===== src/verilog/lfosc_defines.svh =====
`ifndef LFOSC_DEFINES_SVH
`define LFOSC_DEFINES_SVH

// Control register address on the special-function-register bus.
`define LFO_CTRL_ADDR      8'h86
// Field positions inside the control register.
`define LFO_EN_BIT         7
`define LFO_RDY_BIT        6
`define LFO_TRIM_MSB       5
`define LFO_TRIM_LSB       2
`define LFO_DIV_MSB        1
`define LFO_DIV_LSB        0
// Reset values of the plain fields.
`define LFO_EN_RST         1'h0
`define LFO_RDY_RST        1'h0
`define LFO_DIV_RST        2'h0
`define LFO_TRIM_RST       4'h0
// Divider select codes.
`define LFO_DIV_BY8        2'h0
`define LFO_DIV_BY4        2'h1
`define LFO_DIV_BY2        2'h2
`define LFO_DIV_BY1        2'h3
// Oscillator cycles counted before the ready flag rises.
`define LFO_READY_CYCLES   16
// External oscillator mode codes and masks.
`define LFO_XMODE_OFF_MSK  3'h6
`define LFO_XMODE_OFF      3'h0
`define LFO_XMODE_XTAL_MSK 3'h6
`define LFO_XMODE_XTAL     3'h6
// Port bit positions taken by the external oscillator.
`define LFO_P0_TERM_ONE    2
`define LFO_P0_TERM_TWO    3

`endif


===== src/verilog/lfosc_pkg.sv =====
package lfosc_pkg;

  // Stabilisation progress of the low-frequency oscillator.
  typedef enum logic [1:0] {
    LFOSC_IDLE,
    LFOSC_SETTLE,
    LFOSC_STABLE
  } lfosc_state_e;

  // How many port pins the external oscillator claims.
  typedef enum logic [1:0] {
    LFOSC_PINS_NONE,
    LFOSC_PINS_ONE,
    LFOSC_PINS_TWO
  } lfosc_pins_e;

  typedef logic [1:0] lfosc_div_t;
  typedef logic [3:0] lfosc_trim_t;

endpackage

===== src/verilog/lfosc_ctrl.sv =====
// How it works
// - Divider codes 00,01,10,11 divide 8,4,2,1.
// - Oscillator runs only while enable bit set.
// - Ready flag rises once frequency stabilised.
// - Ready clears only on reset or divider change.
// - Trim code 0000 fastest, 1111 slowest.
// - Timer two captures falls, three captures rises.
// - Capture copies sixteen-bit count into reload.
// - Crystal mode claims port bits two, three.
// - Capacitor, RC, clock modes claim bit three.
// - External oscillator may feed system or timers.
`timescale 1ns/10ps
`default_nettype none
`include "lfosc_defines.svh"

module lfosc_ctrl #(
  parameter int READY_CYCLES = `LFO_READY_CYCLES
) (
  input  wire logic               ref_clk,
  input  wire logic               nrst,
  input  wire logic               clk_en,
  input  wire logic [7:0]         sfr_addr,
  input  wire logic               sfr_wr,
  input  wire logic               sfr_rd,
  input  wire logic [7:0]         sfr_wdata,
  output var  logic [7:0]         sfr_rdata,
  input  wire lfosc_pkg::lfosc_trim_t trim_cal,
  input  wire logic               osc_raw,
  output var  logic               osc_enable,
  output var  lfosc_pkg::lfosc_trim_t osc_trim,
  output var  logic               lf_clk_out,
  input  wire logic               t2_capture_mode,
  input  wire logic               t3_capture_mode,
  input  wire logic [15:0]        t2_count,
  input  wire logic [15:0]        t3_count,
  output var  logic               t2_capture,
  output var  logic               t3_capture,
  output var  logic [15:0]        t2_reload,
  output var  logic [15:0]        t3_reload,
  input  wire logic [2:0]         ext_osc_mode,
  input  wire logic               ext_sysclk_req,
  input  wire logic               ext_periph_req,
  output var  logic               p0_term_one_take,
  output var  logic               p0_term_two_take,
  output var  logic               ext_sysclk_sel,
  output var  logic               ext_periph_sel
);
  import lfosc_pkg::*;

  localparam int CW = $clog2(READY_CYCLES + 1);

  logic               lf_osc_enable_q;   // Enable bit of the control register.
  logic               lf_osc_ready_q;    // Read-only ready flag.
  lfosc_trim_t        lf_freq_trim_q;    // Frequency trim field.
  lfosc_div_t         lf_divider_select_q; // Divider select field.
  logic               cal_loaded_q;      // High once the calibration trim is loaded.
  logic               osc_s1_q;          // First synchroniser stage.
  logic               osc_s2_q;          // Second synchroniser stage.
  logic               osc_s3_q;          // Third synchroniser stage.
  logic               osc_lvl_q;         // Accepted oscillator level.
  logic               osc_rise;          // Accepted rising edge of the oscillator.
  logic               lf_prev_q;         // Divided clock one cycle earlier.
  lfosc_state_e       state_q;           // Stabilisation state.
  logic [CW-1:0]      settle_cnt_q;      // Oscillator cycles seen while settling.
  logic               wr_hit;            // Write to the control register.
  logic               div_change;        // Write that changes the divider field.
  logic               lf_rise;           // Rising edge of the divided clock.
  logic               lf_fall;           // Falling edge of the divided clock.
  logic               osc_gated;         // Oscillator level while enabled.

  // Maps an external oscillator mode to the port pins it occupies.
  function automatic lfosc_pins_e pins_of(input logic [2:0] mode);
    lfosc_pins_e p;
    p = LFOSC_PINS_ONE;
    if ((mode & `LFO_XMODE_OFF_MSK) == `LFO_XMODE_OFF)
      p = LFOSC_PINS_NONE;
    else if ((mode & `LFO_XMODE_XTAL_MSK) == `LFO_XMODE_XTAL)
      p = LFOSC_PINS_TWO;
    return p;
  endfunction

  assign wr_hit     = sfr_wr && (sfr_addr == `LFO_CTRL_ADDR);
  assign div_change = wr_hit &&
                      (sfr_wdata[`LFO_DIV_MSB:`LFO_DIV_LSB] != lf_divider_select_q);
  assign osc_rise   = lf_osc_enable_q && !osc_lvl_q && (osc_s2_q == osc_s3_q) && osc_s3_q;
  assign osc_gated  = osc_lvl_q && lf_osc_enable_q;
  assign lf_rise    = !lf_prev_q && lf_clk_out;
  assign lf_fall    = lf_prev_q && !lf_clk_out;

  // Three-flop synchroniser; the level changes only when stages two and three agree.
  always_ff @(posedge ref_clk or negedge nrst)
  begin
    if (!nrst)
    begin
      osc_s1_q  <= 1'b0;
      osc_s2_q  <= 1'b0;
      osc_s3_q  <= 1'b0;
      osc_lvl_q <= 1'b0;
    end
    else if (clk_en)
    begin
      osc_s1_q <= osc_raw;
      osc_s2_q <= osc_s1_q;
      osc_s3_q <= osc_s2_q;
      if (osc_s2_q == osc_s3_q)
        osc_lvl_q <= osc_s3_q;
    end
  end

  // Writable control fields; trim takes the calibration constant after reset release.
  always_ff @(posedge ref_clk or negedge nrst)
  begin
    if (!nrst)
    begin
      lf_osc_enable_q     <= `LFO_EN_RST;
      lf_divider_select_q <= `LFO_DIV_RST;
      lf_freq_trim_q      <= `LFO_TRIM_RST;
      cal_loaded_q        <= 1'b0;
    end
    else if (clk_en)
    begin
      if (!cal_loaded_q)
      begin
        // The strap-like calibration input is caught once, after release.
        lf_freq_trim_q <= trim_cal;
        cal_loaded_q   <= 1'b1;
      end
      else if (wr_hit)
        lf_freq_trim_q <= sfr_wdata[`LFO_TRIM_MSB:`LFO_TRIM_LSB];
      if (wr_hit)
      begin
        lf_osc_enable_q     <= sfr_wdata[`LFO_EN_BIT];
        lf_divider_select_q <= sfr_wdata[`LFO_DIV_MSB:`LFO_DIV_LSB];
      end
    end
  end

  // Settling machine: counts oscillator cycles after enable or a divider change.
  always_ff @(posedge ref_clk or negedge nrst)
  begin
    if (!nrst)
    begin
      state_q        <= LFOSC_IDLE;
      settle_cnt_q   <= '0;
      lf_osc_ready_q <= `LFO_RDY_RST;
    end
    else if (clk_en)
    begin
      if (div_change)
        lf_osc_ready_q <= 1'b0;
      case (state_q)
        LFOSC_IDLE:
        begin
          settle_cnt_q <= '0;
          if (lf_osc_enable_q)
            state_q <= LFOSC_SETTLE;
        end
        LFOSC_SETTLE:
        begin
          if (!lf_osc_enable_q)
            state_q <= LFOSC_IDLE;
          else if (div_change)
            settle_cnt_q <= '0;
          else if (osc_rise)
          begin
            if (settle_cnt_q == CW'(READY_CYCLES - 1))
            begin
              // Stabilised: raise the flag.
              state_q        <= LFOSC_STABLE;
              lf_osc_ready_q <= 1'b1;
            end
            else
              settle_cnt_q <= settle_cnt_q + CW'(1);
          end
        end
        LFOSC_STABLE:
        begin
          // Disabling leaves the flag alone; only a divider change restarts settling.
          settle_cnt_q <= '0;
          if (div_change)
            state_q <= lf_osc_enable_q ? LFOSC_SETTLE : LFOSC_IDLE;
        end
        default:
          state_q <= LFOSC_IDLE;
      endcase
    end
  end

  // Divided low-frequency clock.
  lfosc_divider u_div (
    .ref_clk  (ref_clk),
    .nrst     (nrst),
    .clk_en   (clk_en),
    .osc_lvl  (osc_gated),
    .osc_rise (osc_rise),
    .div_sel  (lf_divider_select_q),
    .clear    (div_change),
    .div_out  (lf_clk_out)
  );

  // Timer captures on the edges of the divided clock.
  always_ff @(posedge ref_clk or negedge nrst)
  begin
    if (!nrst)
    begin
      lf_prev_q  <= 1'b0;
      t2_capture <= 1'b0;
      t3_capture <= 1'b0;
      t2_reload  <= 16'h0000;
      t3_reload  <= 16'h0000;
    end
    else if (clk_en)
    begin
      lf_prev_q  <= lf_clk_out;
      t2_capture <= t2_capture_mode && lf_fall;
      t3_capture <= t3_capture_mode && lf_rise;
      if (t2_capture_mode && lf_fall)
        t2_reload <= t2_count;
      if (t3_capture_mode && lf_rise)
        t3_reload <= t3_count;
    end
  end

  // Register read port and analog core controls.
  always_ff @(posedge ref_clk or negedge nrst)
  begin
    if (!nrst)
    begin
      sfr_rdata  <= 8'h00;
      osc_enable <= 1'b0;
      osc_trim   <= `LFO_TRIM_RST;
    end
    else if (clk_en)
    begin
      osc_enable <= lf_osc_enable_q;
      osc_trim   <= lf_freq_trim_q;
      if (sfr_rd && (sfr_addr == `LFO_CTRL_ADDR))
        sfr_rdata <= {lf_osc_enable_q, lf_osc_ready_q, lf_freq_trim_q, lf_divider_select_q};
      else
        sfr_rdata <= 8'h00;
    end
  end

  // External oscillator pin ownership and clock routing.
  always_ff @(posedge ref_clk or negedge nrst)
  begin
    if (!nrst)
    begin
      p0_term_one_take <= 1'b0;
      p0_term_two_take <= 1'b0;
      ext_sysclk_sel   <= 1'b0;
      ext_periph_sel   <= 1'b0;
    end
    else if (clk_en)
    begin
      p0_term_one_take <= (pins_of(ext_osc_mode) == LFOSC_PINS_TWO);
      p0_term_two_take <= (pins_of(ext_osc_mode) != LFOSC_PINS_NONE);
      ext_sysclk_sel   <= ext_sysclk_req && (pins_of(ext_osc_mode) != LFOSC_PINS_NONE);
      ext_periph_sel   <= ext_periph_req && (pins_of(ext_osc_mode) != LFOSC_PINS_NONE);
    end
  end
endmodule
`default_nettype wire


===== src/verilog/lfosc_divider.sv =====
`timescale 1ns/10ps
`default_nettype none
`include "lfosc_defines.svh"

// Divides the synchronised oscillator by 1, 2, 4 or 8.
module lfosc_divider (
  input  wire logic                  ref_clk,
  input  wire logic                  nrst,
  input  wire logic                  clk_en,
  input  wire logic                  osc_lvl,
  input  wire logic                  osc_rise,
  input  wire lfosc_pkg::lfosc_div_t div_sel,
  input  wire logic                  clear,
  output var  logic                  div_out
);
  import lfosc_pkg::*;

  // Counts oscillator rising edges; each bit is a binary division.
  logic [2:0] rise_cnt_q;

  // Selects the output level for a divider code.
  function automatic logic pick(input lfosc_div_t sel, input logic lvl,
                                input logic [2:0] cnt);
    logic res;
    res = lvl;
    case (sel)
      `LFO_DIV_BY8: res = cnt[2];
      `LFO_DIV_BY4: res = cnt[1];
      `LFO_DIV_BY2: res = cnt[0];
      default:      res = lvl;
    endcase
    return res;
  endfunction

  // The edge counter restarts when the divider changes so the new ratio starts clean.
  always_ff @(posedge ref_clk or negedge nrst)
  begin
    if (!nrst)
      rise_cnt_q <= 3'h0;
    else if (clk_en)
    begin
      if (clear)
        rise_cnt_q <= 3'h0;
      else if (osc_rise)
        rise_cnt_q <= rise_cnt_q + 3'h1;
    end
  end

  // Output level is held in a flop; code 11 passes the oscillator undivided.
  always_ff @(posedge ref_clk or negedge nrst)
  begin
    if (!nrst)
      div_out <= 1'b0;
    else if (clk_en)
      div_out <= pick(div_sel, osc_lvl, rise_cnt_q);
  end

endmodule
`default_nettype wire


===== config.mk =====
export PLATFORM = sky130hd
export DESIGN_NAME = lfosc_ctrl
export DESIGN_NICKNAME = d
export VERILOG_FILES = /design/src/verilog/lfosc_pkg.sv /design/src/verilog/lfosc_ctrl.sv /design/src/verilog/lfosc_divider.sv
export VERILOG_INCLUDE_DIRS = /design/src /design/src/verilog
export SDC_FILE = /design/constraint.sdc
export NUM_CORES = 1
export LEC_CHECK = 0
export ABC_AREA = 1
export BUFFER_PORTS_ARGS = -buffer_cell sky130_fd_sc_hd__buf_2
export CAP_MARGIN = 20
export CORE_ASPECT_RATIO = 1.5
export CORE_UTILIZATION = 53
export CTS_CLUSTER_DIAMETER = 50
export DETAILED_ROUTE_END_ITERATION = 10
export PLACE_DENSITY = 0.84
export SYNTH_ARGS = -nofsm -noshare
export SYNTH_HDL_FRONTEND = slang
export SYNTH_SLANG_ARGS = --single-unit
export TNS_END_PERCENT = 5

===== constraint.sdc =====
create_clock -name ref_clk -period 2.27 [get_ports ref_clk]
set_input_delay 0.1135 -clock ref_clk [delete_from_list [all_inputs] [get_ports ref_clk]]
set_output_delay 0.1135 -clock ref_clk [all_outputs]
set_load 0.005 [all_outputs]

==> impl_metrics.env <==
export IMPL_grt_overflow=0
export IMPL_ir_drop_mv=0.494
export IMPL_synth_ff_type="dfrtp_1"
export IMPL_globalplace_congestion=0.846
export IMPL_synth_area_top_cells="dfrtp_1, mux2_2, nand2_1"
export IMPL_syn_to_final_growth_pct=34.6
export IMPL_post_drt_wl_per_cell_um=15.0
export IMPL_design_area_um2=4450
export IMPL_via_per_inst=5.26
export IMPL_required_ps=2560
export IMPL_dpl_cell_area_um2=3930
export IMPL_end_kind="flip-flop"
export IMPL_ys_seq_elements=76
export IMPL_fin_worst_skew_ps=8.92
export IMPL_syn_area_um2=3310
export IMPL_drt_iter0_drc=116
export IMPL_drcViolationCount=0
export IMPL_cts_buffers=9
export IMPL_cp_slowest_cell="dfrtp_1"
export IMPL_startpoint_type="flip-flop"
export IMPL_die_w_um=66.5
export IMPL_crit_type="reg -> reg"
export IMPL_syn_avg_cell_area_um2=10.4
export IMPL_slowest_delay_ps=410
export IMPL_fin_crit_ps=1650
export IMPL_num_rows=34
export IMPL_die_h_um=98.7
export IMPL_num_fill_cells=395
export IMPL_slew_limit_headroom_pct=38.2
export IMPL_clockBufferDepth=2
export IMPL_dieArea_um2=6560
export IMPL_ys_warn_count=0
export IMPL_drt_pass1_iter_count=4
export IMPL_cp_top_family="simple AND/OR/NAND/NOR gates"
export IMPL_worstReg2RegStart="settle_cnt_q[0]"
export IMPL_cts_repair_resized=0
export IMPL_port_buffers=114
export IMPL_fin_setup_tns_ps=0
export IMPL_synthArstFlopShare_pct=100
export IMPL_fmax_mhz=607
export IMPL_path_cells="ha_1, nand2_1, nor2_1, ha_1, or2_2, nor2_1, nand4_1, nand2_1"
export IMPL_crit_buf_inv=0
export IMPL_cts_sinks=76
export IMPL_diodes=0
export IMPL_initial_core_util_pct=55.9
export IMPL_via_count=2884
export IMPL_status="completed"
export IMPL_drv_slew=0
export IMPL_cts_root_buf="clkbuf_8"
export IMPL_hp_class="in -> reg"
export IMPL_clkTransAtPathRegs_ps=80
export IMPL_synth_cell_type_count=31
export IMPL_grt_pass1_vias=2786
export IMPL_synth_common_cells="nand2_1, dfrtp_1, mux2_2"
export IMPL_setup_viol=0
export IMPL_insertion_delay_ps=350
export IMPL_cp_startpoint="settle_cnt_q[0]"
export IMPL_hold_violations=0
export IMPL_period_share_pct=72.6
export IMPL_antenna_found_initial=0
export IMPL_finish_net_count=539
export IMPL_yosysTopAreaCell="dfrtp_1"
export IMPL_cts_setup_buffers=0
export IMPL_cts_htree_levels=3
export IMPL_synth_edf_count=0
export IMPL_cts_tree="done"
export IMPL_cts_hold_buffers=28
export IMPL_yosys_area_top_type_share_pct=57.5
export IMPL_drv_cap=0
export IMPL_postSynthCellCount=318
export IMPL_totalWireLength_um=8220
export IMPL_power_density_nw_per_um2=922
export IMPL_hold_start="sfr_wdata[4]"
export IMPL_dp_hpwl_um=5030
export IMPL_ant_nets=0
export IMPL_post_synth_top_count_cell="nand2_1"
export IMPL_cp_max_fo=4
export IMPL_ys_seq_area_share_pct=57.5
export IMPL_io_pins=117
export IMPL_worst_pin_slew_ps=927
export IMPL_synth_nets=386
export IMPL_coreArea_um2=5910
export IMPL_grt_max_degree=77
export IMPL_drive_above_1_share_pct=38.9
export IMPL_grt_pass1_wl_um=12600
export IMPL_leakagePower_uw=0.00230
export IMPL_rsz0062_at_grt="no"
export IMPL_cp_arrival_ps=1940
export IMPL_grt_use_total_pct=25.8
## worst paths after layout
kind	to	slack [ps]	depth (start not counted)
max	settle_cnt_q[4]	620	8
min reg2reg	osc_s1_q	480	2
min	lf_freq_trim_q[2]	10	3
max in group asynchronous	osc_trim[1]	1230	2
min in group asynchronous	sfr_rdata[0]	450	2
max reg2reg	settle_cnt_q[4]	620	8
## flip-flops by register name, indices dropped and copies added, names as in the netlist, 2 cells and up
register / flops
u_div.rise_cnt_q: 3
lf_divider_select_q: 2
t2_reload: 16
osc_trim: 4
lf_freq_trim_q: 4
sfr_rdata: 8
settle_cnt_q: 5
t3_reload: 16
state_q: 2
## power breakdown
part	switching [µW]	total (µW)	internal, µW
Combinational	524	1150	628
Sequential	237	1970	1740
Clock	518	977	459
## logic make-up (layout without fill, tap and decap cells)
| kind of cell | after synthesis | count (layout) | share of synthesized area (%) |
|---|---|---|---|
| mux | 32 | 32 | 11.0 |
| compound gates | 35 | 35 | 6.21 |
| simple gates | 141 | 141 | 19.8 |
| fa+ha+maj | 3 | 3 | 1.14 |
| flops | 76 | 76 | 57.5 |
| buf+inv | 31 | 189 | 4.28 |
## cell usage in the layout, fill, tap and decap left out, drive strengths merged
master       instances
a21oi                3
a31oi                4
buf                116
clkbuf              11
clkinv               3
clkinvlp             1
dfrtp               76
dlygate4sd3         33
ha                   3
inv                 25
mux2                32
nand2               91
nand3               16
nand3b               1
nand4                7
nor2                19
nor3                 3
o211ai               2
o21ai               23
o221ai               1
o31ai                2
or2                  4
## cell type report
class                      instances  area (µm²)  area share, %
tap                               72        90.1           2.02
multi-input combinational        211        1260           28.4
inverter                          24        90.1           2.02
clock inverter                     5        35.0          0.787
sequential                        76        1900           42.7
clock buffer                      11         151           3.40
timing repair buffer             149         918           20.6
## tightest hold or removal path: stages
cell and delay [ps]:
buf_2 90, nand2_1 40, a31oi_1 70
## routing by layer
| layer | vias to the layer above | routed length (µm) | GRT usage (%) |
|---|---|---|---|
| met1 | 1392 | 3020 | 28.2 |
| met5 | - | 0 | 0 |
| li1 | 1362 | - | - |
| met4 | 0 | 227 | 12.4 |
| met3 | 20 | 419 | 6.13 |
| met2 | 110 | 4550 | 45.6 |
## metrics by stage
| step | worst slack, ps | instances | util, % | power (µW) | hold WS, ps |
|---|---|---|---|---|---|
| floorplan | 730 | 318 | - | 2540 | -182 |
| global placement | 670 | 499 | 66.5 | 2980 | 312 |
| detailed placement | 641 | 499 | 66.5 | 3060 | 320 |
| CTS | 624 | 543 | 74.4 | 4040 | 0.153 |
| global route | 468 | 548 | 75.2 | 4350 | 7.87 |
| finish | 623 | 548 | 75.2 | 4100 | 10.5 |
Power figures use the tool's default switching activity.
